**src/include/mfa_pkg.sv**
```systemverilog
// mfa_pkg: register map, field layout and encodings of the flow action decoder
// assumes a single 100 MHz core clock and a word-wide ahb-lite register bus
package mfa_pkg;
  localparam int unsigned ADDR_W = 12;
  localparam int unsigned NUM_SA = 16;
  localparam int unsigned IDX_W = 4;
  localparam int unsigned NUM_NM = 8;
  // register map (byte addresses)
  localparam logic [ADDR_W-1:0] EGR_BASE = 12'h000;
  localparam logic [ADDR_W-1:0] IGR_BASE = 12'h100;
  localparam logic [ADDR_W-1:0] NM_BASE = 12'h200;
  localparam logic [ADDR_W-1:0] MISC_ADDR = 12'h300;
  localparam logic [ADDR_W-1:0] STAT_ADDR = 12'h304;
  localparam logic [ADDR_W-1:0] PAGE_MASK = 12'hF00;
  localparam int unsigned WORD_LSB = 2;
  localparam int unsigned PAGE_LSB = 8;
  // flow action fields; F_ fields shared, E_ egress-only and I_ ingress-only fields reuse the same bits
  localparam int unsigned F_TYPE = 0;
  localparam int unsigned F_DEST = 2;
  localparam int unsigned F_DROP = 6;
  localparam int unsigned F_USE = 9;
  localparam int unsigned E_PROT = 8;
  localparam int unsigned E_SCI = 10;
  localparam int unsigned E_ES = 11;
  localparam int unsigned E_SCB = 12;
  localparam int unsigned E_TBS = 13;
  localparam int unsigned F_COFF = 16;
  localparam int unsigned E_CONF = 23;
  localparam int unsigned I_DNR = 8;
  localparam int unsigned I_RPL = 10;
  localparam int unsigned I_VAL = 11;
  localparam int unsigned COFF_W = 7;
  localparam int unsigned M_HDR = 0;
  localparam int unsigned HDR_W = 5;
  localparam int unsigned M_DIR = 1;
  localparam int unsigned M_HSZ = 8;
  localparam logic [31:0] ACT_RESET = 32'h0000_0000;
  localparam logic [1:0] DIR_EGR = 2'h0;
  typedef enum logic [1:0] {FT_BYPASS = 2'h0, FT_DROP = 2'h1, FT_PROCESS = 2'h2} mfa_ftype_t;
  typedef enum logic [1:0] {PORT_COMMON = 2'h0, PORT_RESERVED = 2'h1,
                            PORT_CONTROLLED = 2'h2, PORT_UNCONTROLLED = 2'h3} mfa_port_t;
  typedef enum logic [1:0] {DROP_CRC = 2'h0, DROP_PKTERR = 2'h1, DROP_INTERNAL = 2'h2} mfa_drop_t;
  typedef enum logic [1:0] {VAL_DISABLED = 2'h0, VAL_CHECK = 2'h1, VAL_STRICT = 2'h2} mfa_val_t;
  typedef enum logic [1:0] {TAG_UNTAGGED = 2'h0, TAG_TAGGED = 2'h1, TAG_BAD = 2'h2, TAG_KAY = 2'h3} mfa_tag_t;
  localparam logic [1:0] HTRANS_NONSEQ = 2'h2;
  localparam logic [2:0] HSIZE_WORD = 3'h2;
  localparam logic [4:0] HDR_MIN = 5'h02;
  localparam logic [4:0] HDR_MAX = 5'h10;
  localparam logic [1:0] TAGS_MAX = 2'h2;
endpackage : mfa_pkg

```
**src/mfa_flow_action.sv**
```systemverilog
// mfa_flow_action: per-frame flow action decode after the sa lookup
// assumes lookup result and frame framing are synchronous to i_core_clk
//
// Design decisions made here: register access over AHB-Lite and the address map.
`timescale 1ns/100ps
`default_nettype none
module mfa_flow_action #(
  parameter int unsigned P_NUM_SA = mfa_pkg::NUM_SA
) (
  input wire logic i_core_clk,
  input wire logic i_rst,
  input wire logic i_hsel,
  input wire logic [31:0] i_haddr,
  input wire logic [1:0] i_htrans,
  input wire logic i_hwrite,
  input wire logic [2:0] i_hsize,
  input wire logic [31:0] i_hwdata,
  input wire logic i_hready,
  output logic [31:0] o_hrdata,
  output logic o_hreadyout,
  output logic o_hresp,
  input wire logic i_sof,
  input wire logic i_eof,
  input wire logic i_sa_hit,
  input wire logic [mfa_pkg::IDX_W-1:0] i_sa_index,
  input wire logic i_ctrl_pkt,
  input wire logic [1:0] i_tag_class,
  input wire logic i_from_reserved,
  input wire logic [1:0] i_vlan_tags,
  output logic o_act_valid,
  output logic [1:0] o_flow_type,
  output logic [1:0] o_dest_port,
  output logic [1:0] o_drop_method,
  output logic o_drop_frame,
  output logic o_crc_corrupt,
  output logic o_pkt_error,
  output logic o_drop_internal,
  output logic o_association_active_flag,
  output logic o_protect_frame,
  output logic o_include_sci,
  output logic o_end_station_bit_enable,
  output logic o_scb_enable,
  output logic [1:0] o_tag_bypass_size,
  output logic [mfa_pkg::COFF_W-1:0] o_conf_offset,
  output logic o_conf_protect,
  output logic o_replay_protect,
  output logic [1:0] o_validate_level,
  output logic o_ctx_valid,
  output logic [mfa_pkg::IDX_W-1:0] o_ctx_index,
  output logic o_hdr_bypass,
  output logic [mfa_pkg::HDR_W-1:0] o_hdr_size,
  output logic o_ctrl_pkt,
  output logic o_direction_ingress
);
  import mfa_pkg::*;

  ////////////////////////////////////////////////////////////////////////////
  // register storage; actions are arrays so one decode serves every flow
  logic [31:0] egr_act_reg [P_NUM_SA];
  logic [31:0] igr_act_reg [P_NUM_SA];
  logic [31:0] nm_act_reg [NUM_NM];
  logic [31:0] misc_reg;
  logic [31:0] frames_reg;
  logic [31:0] drops_reg;
  logic in_frame_reg;

  ////////////////////////////////////////////////////////////////////////////
  // ahb-lite slave: zero wait states, always okay
  logic wr_pend_reg;
  logic [ADDR_W-1:0] wr_addr_reg;
  logic [ADDR_W-1:0] rd_addr_reg;
  logic addr_ok;
  assign addr_ok = i_hsel && i_hready && i_htrans[1];

  always_ff @(posedge i_core_clk or posedge i_rst) begin
    if (i_rst) begin
      wr_pend_reg <= 1'b0;
      wr_addr_reg <= '0;
      rd_addr_reg <= '0;
    end else begin
      wr_pend_reg <= addr_ok && i_hwrite;
      if (addr_ok) begin
        wr_addr_reg <= i_haddr[ADDR_W-1:0];
        rd_addr_reg <= i_haddr[ADDR_W-1:0];
      end
    end
  end

  always_ff @(posedge i_core_clk or posedge i_rst) begin
    if (i_rst) begin
      o_hreadyout <= 1'b1;
      o_hresp <= 1'b0;
    end else begin
      o_hreadyout <= 1'b1;
      o_hresp <= 1'b0;
    end
  end

  // full in-page word index so words past the table never alias onto it
  logic [PAGE_LSB-WORD_LSB-1:0] wr_word;
  logic [PAGE_LSB-WORD_LSB-1:0] rd_word;
  assign wr_word = wr_addr_reg[WORD_LSB +: PAGE_LSB-WORD_LSB];
  assign rd_word = i_haddr[WORD_LSB +: PAGE_LSB-WORD_LSB];

  // writes land one cycle after the address phase, with hwdata
  always_ff @(posedge i_core_clk or posedge i_rst) begin
    if (i_rst) begin
      for (int i = 0; i < P_NUM_SA; i++) begin
        egr_act_reg[i] <= ACT_RESET;
        igr_act_reg[i] <= ACT_RESET;
      end
      for (int i = 0; i < NUM_NM; i++) begin
        nm_act_reg[i] <= ACT_RESET;
      end
      misc_reg <= ACT_RESET;
    end else if (wr_pend_reg) begin
      if ((wr_addr_reg & PAGE_MASK) == EGR_BASE && wr_word < P_NUM_SA) begin
        egr_act_reg[wr_word[IDX_W-1:0]] <= i_hwdata;
      end
      if ((wr_addr_reg & PAGE_MASK) == IGR_BASE && wr_word < P_NUM_SA) begin
        igr_act_reg[wr_word[IDX_W-1:0]] <= i_hwdata;
      end
      if ((wr_addr_reg & PAGE_MASK) == NM_BASE && wr_word < NUM_NM) begin
        nm_act_reg[wr_word[2:0]] <= i_hwdata;
      end
      if (wr_addr_reg == MISC_ADDR) begin
        misc_reg <= i_hwdata;
      end
    end
  end

  // read data registered in the address phase so it stands in the data phase
  always_ff @(posedge i_core_clk or posedge i_rst) begin
    if (i_rst) begin
      o_hrdata <= '0;
    end else if (addr_ok && !i_hwrite) begin
      o_hrdata <= '0;
      if ((i_haddr[ADDR_W-1:0] & PAGE_MASK) == EGR_BASE && rd_word < P_NUM_SA) begin
        o_hrdata <= egr_act_reg[rd_word[IDX_W-1:0]];
      end
      if ((i_haddr[ADDR_W-1:0] & PAGE_MASK) == IGR_BASE && rd_word < P_NUM_SA) begin
        o_hrdata <= igr_act_reg[rd_word[IDX_W-1:0]];
      end
      if ((i_haddr[ADDR_W-1:0] & PAGE_MASK) == NM_BASE && rd_word < NUM_NM) begin
        o_hrdata <= nm_act_reg[rd_word[2:0]];
      end
      if (i_haddr[ADDR_W-1:0] == MISC_ADDR) begin
        o_hrdata <= misc_reg;
      end
      if (i_haddr[ADDR_W-1:0] == STAT_ADDR) begin
        o_hrdata <= {drops_reg[14:0], in_frame_reg, frames_reg[15:0]};
      end
    end
  end

  ////////////////////////////////////////////////////////////////////////////
  // action selection at frame start
  logic ingress;
  logic [4:0] hdr_sz;
  logic [2:0] nm_idx;
  logic [31:0] act;
  logic [1:0] ftype;
  logic drop_now;
  assign ingress = misc_reg[M_DIR] != DIR_EGR[0];
  assign hdr_sz = misc_reg[M_HSZ +: HDR_W];
  assign nm_idx = {i_ctrl_pkt, i_tag_class};

  always_comb begin
    act = nm_act_reg[nm_idx];
    ftype = act[F_TYPE +: 2];
    if (ftype == FT_PROCESS) begin
      ftype = FT_DROP;
    end
    if (i_sa_hit) begin
      act = ingress ? igr_act_reg[i_sa_index] : egr_act_reg[i_sa_index];
      ftype = act[F_TYPE +: 2];
    end
    drop_now = ftype == FT_DROP;
    if (i_sa_hit && ingress && act[I_DNR] && !i_from_reserved) begin
      drop_now = 1'b1;
    end
  end

  always_ff @(posedge i_core_clk or posedge i_rst) begin
    if (i_rst) begin
      in_frame_reg <= 1'b0;
      frames_reg <= '0;
      drops_reg <= '0;
    end else begin
      if (i_sof) begin
        in_frame_reg <= 1'b1;
        frames_reg <= frames_reg + 32'h0000_0001;
        if (drop_now) begin
          drops_reg <= drops_reg + 32'h0000_0001;
        end
      end else if (i_eof) begin
        in_frame_reg <= 1'b0;
      end
    end
  end

  // all action outputs latched once per frame and held to its end
  always_ff @(posedge i_core_clk or posedge i_rst) begin
    if (i_rst) begin
      o_act_valid <= 1'b0;
      o_flow_type <= FT_BYPASS;
      o_dest_port <= PORT_COMMON;
      o_drop_method <= DROP_CRC;
      o_drop_frame <= 1'b0;
      o_crc_corrupt <= 1'b0;
      o_pkt_error <= 1'b0;
      o_drop_internal <= 1'b0;
      o_association_active_flag <= 1'b0;
      o_protect_frame <= 1'b0;
      o_include_sci <= 1'b0;
      o_end_station_bit_enable <= 1'b0;
      o_scb_enable <= 1'b0;
      o_tag_bypass_size <= '0;
      o_conf_offset <= '0;
      o_conf_protect <= 1'b0;
      o_replay_protect <= 1'b0;
      o_validate_level <= VAL_DISABLED;
      o_ctx_valid <= 1'b0;
      o_ctx_index <= '0;
      o_hdr_bypass <= 1'b0;
      o_hdr_size <= '0;
      o_ctrl_pkt <= 1'b0;
      o_direction_ingress <= 1'b0;
    end else if (i_sof) begin
      o_act_valid <= 1'b1;
      o_flow_type <= drop_now ? FT_DROP : ftype;
      o_dest_port <= act[F_DEST +: 2];
      o_drop_method <= act[F_DROP +: 2];
      o_drop_frame <= drop_now;
      o_crc_corrupt <= drop_now && act[F_DROP +: 2] == DROP_CRC;
      o_pkt_error <= drop_now && act[F_DROP +: 2] == DROP_PKTERR;
      o_drop_internal <= drop_now && act[F_DROP +: 2] == DROP_INTERNAL;
      o_association_active_flag <= i_sa_hit && act[F_USE];
      // bypass and drop flows leave o_protect_frame off; sci, es, scb and conf protect follow the action bits in egress and stay off in ingress
      o_protect_frame <= !ingress && !drop_now && ftype == FT_PROCESS && act[E_PROT];
      o_include_sci <= !ingress && act[E_SCI];
      o_end_station_bit_enable <= !ingress && act[E_ES];
      o_scb_enable <= !ingress && act[E_SCB];
      if (!ingress && act[E_TBS +: 2] <= TAGS_MAX) begin
        o_tag_bypass_size <= act[E_TBS +: 2];
      end else begin
        o_tag_bypass_size <= ingress && i_vlan_tags <= TAGS_MAX ? i_vlan_tags : 2'h0;
      end
      o_conf_offset <= act[F_COFF +: COFF_W];
      o_conf_protect <= !ingress && act[E_CONF];
      o_replay_protect <= ingress && act[I_RPL];
      o_validate_level <= ingress ? act[I_VAL +: 2] : VAL_DISABLED;
      o_ctx_valid <= i_sa_hit && !drop_now && ftype == FT_PROCESS;
      o_ctx_index <= i_sa_index;
      o_hdr_bypass <= hdr_sz >= HDR_MIN && hdr_sz <= HDR_MAX;
      o_hdr_size <= hdr_sz;
      o_ctrl_pkt <= i_ctrl_pkt;
      o_direction_ingress <= ingress;
    end else if (i_eof) begin
      o_act_valid <= 1'b0;
    end
  end
endmodule : mfa_flow_action
`default_nettype wire

```
**config.mk**
```make
export PLATFORM = sky130hd
export DESIGN_NAME = mfa_flow_action
export DESIGN_NICKNAME = d
export VERILOG_FILES = /design/src/include/mfa_pkg.sv /design/src/mfa_flow_action.sv
export SDC_FILE = /design/constraint.sdc
export NUM_CORES = 2
export LEC_CHECK = 0
export ABC_AREA = 0
export BUFFER_PORTS_ARGS = -buffer_cell sky130_fd_sc_hd__buf_2
export CORE_ASPECT_RATIO = 1.2
export CORE_MARGIN = 4
export CORE_UTILIZATION = 60
export CTS_CLUSTER_DIAMETER = 100
export DETAILED_ROUTE_END_ITERATION = 16
export PLACE_DENSITY = 0.77
export SKIP_LAST_GASP = 1
export SYNTH_ARGS = -nofsm -noshare
export SYNTH_HDL_FRONTEND = slang
export SYNTH_SLANG_ARGS = --single-unit
export TNS_END_PERCENT = 100
```
**constraint.sdc**
```tcl
create_clock -name i_core_clk -period 53.2 [get_ports i_core_clk]
set_input_delay 2.66 -clock i_core_clk [delete_from_list [all_inputs] [get_ports i_core_clk]]
set_output_delay 2.66 -clock i_core_clk [all_outputs]
set_load 0.05 [all_outputs]
```
==> flow_summary.rst <==
.. list-table::
   :header-rows: 1

   * - Metric
     - Value
   * - Starting DRC count in detailed routing
     - 3692
   * - Die X-Extent
     - 321 um
   * - Number of enable flip-flop cells after synthesis
     - 0
   * - Crit path setup slack, layout
     - 46480 ps
   * - Share of flip-flops with an asynchronous set or reset after synthesis
     - 100%
   * - Number of hold-slack violations in the final timing report
     - 0
   * - Share of cells above drive strength 1
     - 55.4%
   * - Clk slew on worst S/H paths
     - 60 ps
   * - DRT Wirelength
     - 191000 um
   * - 1st-pass router iterations
     - 8
   * - Vias in the first global route
     - 43900
   * - Area grow syn2layout
     - 9.46%
   * - Average wire per cell in the routed design
     - 31.9 um
   * - Kind of start point of the critical path
     - primary input
   * - Class of the most critical hold timing path
     - reg -> reg
   * - Count of yosys warnings during synthesis
     - 0
   * - Critical path fanouts, max
     - 58
   * - Category of the most critical setup path
     - in -> reg
   * - Capturing element type of the critical path
     - flip-flop
   * - Maximum buffer depth of the clock tree
     - 3
   * - Number of port buffers
     - 136
   * - Leakage power
     - 34.9 nW
   * - Number of design rule violations left after detail routing
     - 0
   * - Quantity of gates resized following cts
     - 0
   * - Max-cap check violation count
     - 0
   * - GRT Util Overall
     - 31.8%
   * - Core area
     - 116000 um2
   * - Min Clock Period, post-route
     - 6720 ps
   * - Filler cell count in the final layout
     - 7929
   * - Full die area
     - 123000 um2
   * - Internal power contribution
     - 1.82 mW
   * - Post-synthesis instance total
     - 4422
   * - Sequential element share of the synthesized area
     - 50.8%
   * - Number of antenna violations at the first check in global routing
     - 11
   * - Ports
     - 163
   * - Worst setup slack before clock tree synthesis
     - 45730 ps
   * - Average instance area after synthesis
     - 15.9 um2
   * - Clock Root Buffer
     - sky130_fd_sc_hd__clkbuf_16
   * - Final ANT Viol Nets
     - 0
   * - Main flop type after synthesis
     - sky130_fd_sc_hd__dfrtp_1
   * - Area of the multi-input gates
     - 33000 um2
   * - Clock network fraction of total power
     - 44.2%
   * - Via Count
     - 41200
   * - Netlist Area Pre-Place
     - 70400 um2
   * - Final RePlAce weighted congestion
     - 0.802
   * - Outcome
     - finished clean
   * - Sum of net half-perimeters after detailed placement
     - 108000 um
   * - Clk Latency, worst-skew pair
     - 780 ps
   * - Setup repair after global routing missed its margin
     - no
   * - Final critical-path share of the clock period
     - 12.6%
   * - Synthesized Nets
     - 4511
   * - Number of levels the H-tree was split into
     - 4
   * - Pins Over Slew Limit
     - 0
   * - Layout net count
     - 4434
   * - Net switching power of the design
     - 0.567 mW
   * - Distinct cell type count of the synthesized netlist
     - 54
   * - Number of flip-flops and latches in the synthesized netlist
     - 1430
   * - Cell Rows
     - 137
   * - Inserted Clock Buffers
     - 150
   * - Wire length on met3
     - 11500 um
   * - Buffers inserted by post-CTS timing repair
     - 0
   * - Sequential cell fraction of total power
     - 47.8%
   * - Max Clock Freq
     - 149 MHz
   * - Largest voltage drop on the vdd net
     - 31.5 uV
   * - Vert. Die Dim
     - 383 um
   * - Required arrival time at the worst endpoint
     - 53830 ps
   * - Total area of sequential cells
     - 35800 um2
   * - Maximum clock skew at final layout
     - 30.5 ps
   * - Uppermost metal layer occupied by signal nets
     - met5
   * - Pin slew with the least headroom to its limit
     - 1190 ps
   * - Comb pwr share
     - 8.0%
   * - Largest net degree at the start of global routing
     - 163
   * - Total length of routed met2 wires
     - 94500 um
   * - Initial Util
     - 60.5%
   * - DR vias/cell
     - 6.88
   * - Tot Pwr
     - 2.39 mW
   * - Global-route wire length before repair
     - 288000 um
   * - Clock tree from TritonCTS
     - yes
   * - Worst slew margin relative to its limit
     - 20.3%
   * - Arrival time at the worst endpoint
     - 7350 ps
   * - Routed metal-1 wirelength
     - 74700 um
   * - Net Sw Frac
     - 23.7%
   * - Total grt overflow
     - 0
   * - Clock sink count
     - 1430
   * - # setup viols final
     - 0
   * - Cell area power density
     - 31.0 nW/um2
   * - Hold buffers post-CTS
     - 0
   * - Final TNS setup
     - 0 ps
[synth_stat cells (all sizes together) (2+ instances only)]
cell type / instances / area (um2)
buf: 186 / 913
a31oi: 5 / 31.3
a21o: 11 / 82.6
clkbuf: 264 / 992
nand4: 10 / 62.6
nand3: 25 / 125
a311oi: 9 / 78.8
nor3b: 3 / 27.5
xnor2: 12 / 105
nand3b: 2 / 15.0
nand2b: 6 / 37.5
nor3: 15 / 80.1
dfrtp: 1430 / 35800
mux2: 1373 / 15500
inv: 12 / 45.0
o22ai: 32 / 200
xor2: 17 / 149
a22oi: 10 / 75.1
nand2: 97 / 364
o2bb2ai: 10 / 87.6
mux2i: 96 / 961
and3: 4 / 25.0
nor2: 47 / 176
a21oi: 39 / 195
a32o: 2 / 20.0
ha: 2 / 25.0
conb: 2 / 7.51
mux4: 608 / 13700
and2b: 2 / 15.0
a211oi: 12 / 90.1
nor2b: 13 / 81.3
nor4: 7 / 43.8
a41oi: 2 / 17.5
o21ai: 46 / 230
[cell type report]
cell class                 count  area share (%)
clock buffer                 224            5.76
multi-input combinational   2530            42.8
timing repair buffer         221            1.82
sequential                  1430            46.4
antenna                        6          0.0195
tap                         1529            2.48
inverter                      12          0.0682
clock inverter                34           0.599
[kinds of logic after synthesis]
group,count (synthesis),synth area share (%)
compound gates,181,1.61
xor+xnor,29,0.361
fa+ha+maj,2,0.0355
buf+inv,462,2.77
flops,1430,50.8
mux,2077,42.8
other cells,2,0.0107
simple gates,239,1.59
[per-stage QoR]
| step | instance area [um2] | cells | hold slack, ps | utilization [%] |
|---|---|---|---|---|
| 4_1_cts | 77000 | 5980 | 476 | 66.2 |
| 5_1_grt | 77000 | 5983 | 492 | 66.2 |
| 6_report | 77100 | 5986 | 472 | 66.2 |
| 2_1_floorplan | 70400 | 4422 | 441 | - |
| 3_3_place_gp | 72100 | 5722 | 459 | 62.0 |
| 3_5_place_dp | 72100 | 5722 | 464 | 62.0 |
[critical path: stages]
cell and delay [ps]:
sky130_fd_sc_hd__buf_8 380, sky130_fd_sc_hd__buf_4 820, sky130_fd_sc_hd__buf_4 820, sky130_fd_sc_hd__buf_4 810
sky130_fd_sc_hd__mux4_2 420, sky130_fd_sc_hd__mux4_2 490, sky130_fd_sc_hd__mux2_2 270, sky130_fd_sc_hd__a21oi_1 430
sky130_fd_sc_hd__o21ai_0 130
[worst paths after layout]
check / from / endpoint / slack, ps / depth (start not counted)
max: i_haddr[3] / o_hrdata[23] / 46480 / 9
min: o_conf_offset[1] / o_conf_offset[1] / 470 / 1
max reg2reg: wr_addr_reg[11] / igr_act_reg[195] / 48880 / 7
min reg2reg: o_conf_offset[1] / o_conf_offset[1] / 470 / 1
max in group asynchronous: i_rst / nm_act_reg[154] / 47210 / 6
min in group asynchronous: i_rst / egr_act_reg[389] / 1990 / 2
[routing by layer]
layer | vias up | global-route usage, %
met3 | 437 | 5.06
met4 | 4 | 15.6
met5 | - | 0
li1 | 16700 | -
met2 | 1418 | 51.9
met1 | 22600 | 42.4
[power by group through the flow]
stage          combinational [mW]  sequential, mW  clock (mW)
4_1_cts                     0.194            1.14        1.07
3_3_place_gp                0.190            1.16           0
2_1_floorplan               0.136            1.16           0
6_report                    0.192            1.14        1.06
3_5_place_dp                0.193            1.16           0
5_1_grt                     0.206            1.15        1.11
[cell usage in the layout (no fill, tap or decap), drive strengths merged, types with 11 or more instances in the layout]
cell / instances
a211oi: 12
a21o: 11
a21oi: 39
buf: 220
bufinv: 11
clkbuf: 225
clkinv: 19
dfrtp: 1430
inv: 14
mux2: 1373
mux2i: 96
mux4: 608
nand2: 97
nand3: 25
nor2: 47
nor2b: 13
nor3: 15
o21ai: 46
o22ai: 32
xnor2: 12
xor2: 17
Note: power is estimated with default switching activity, not from simulation.
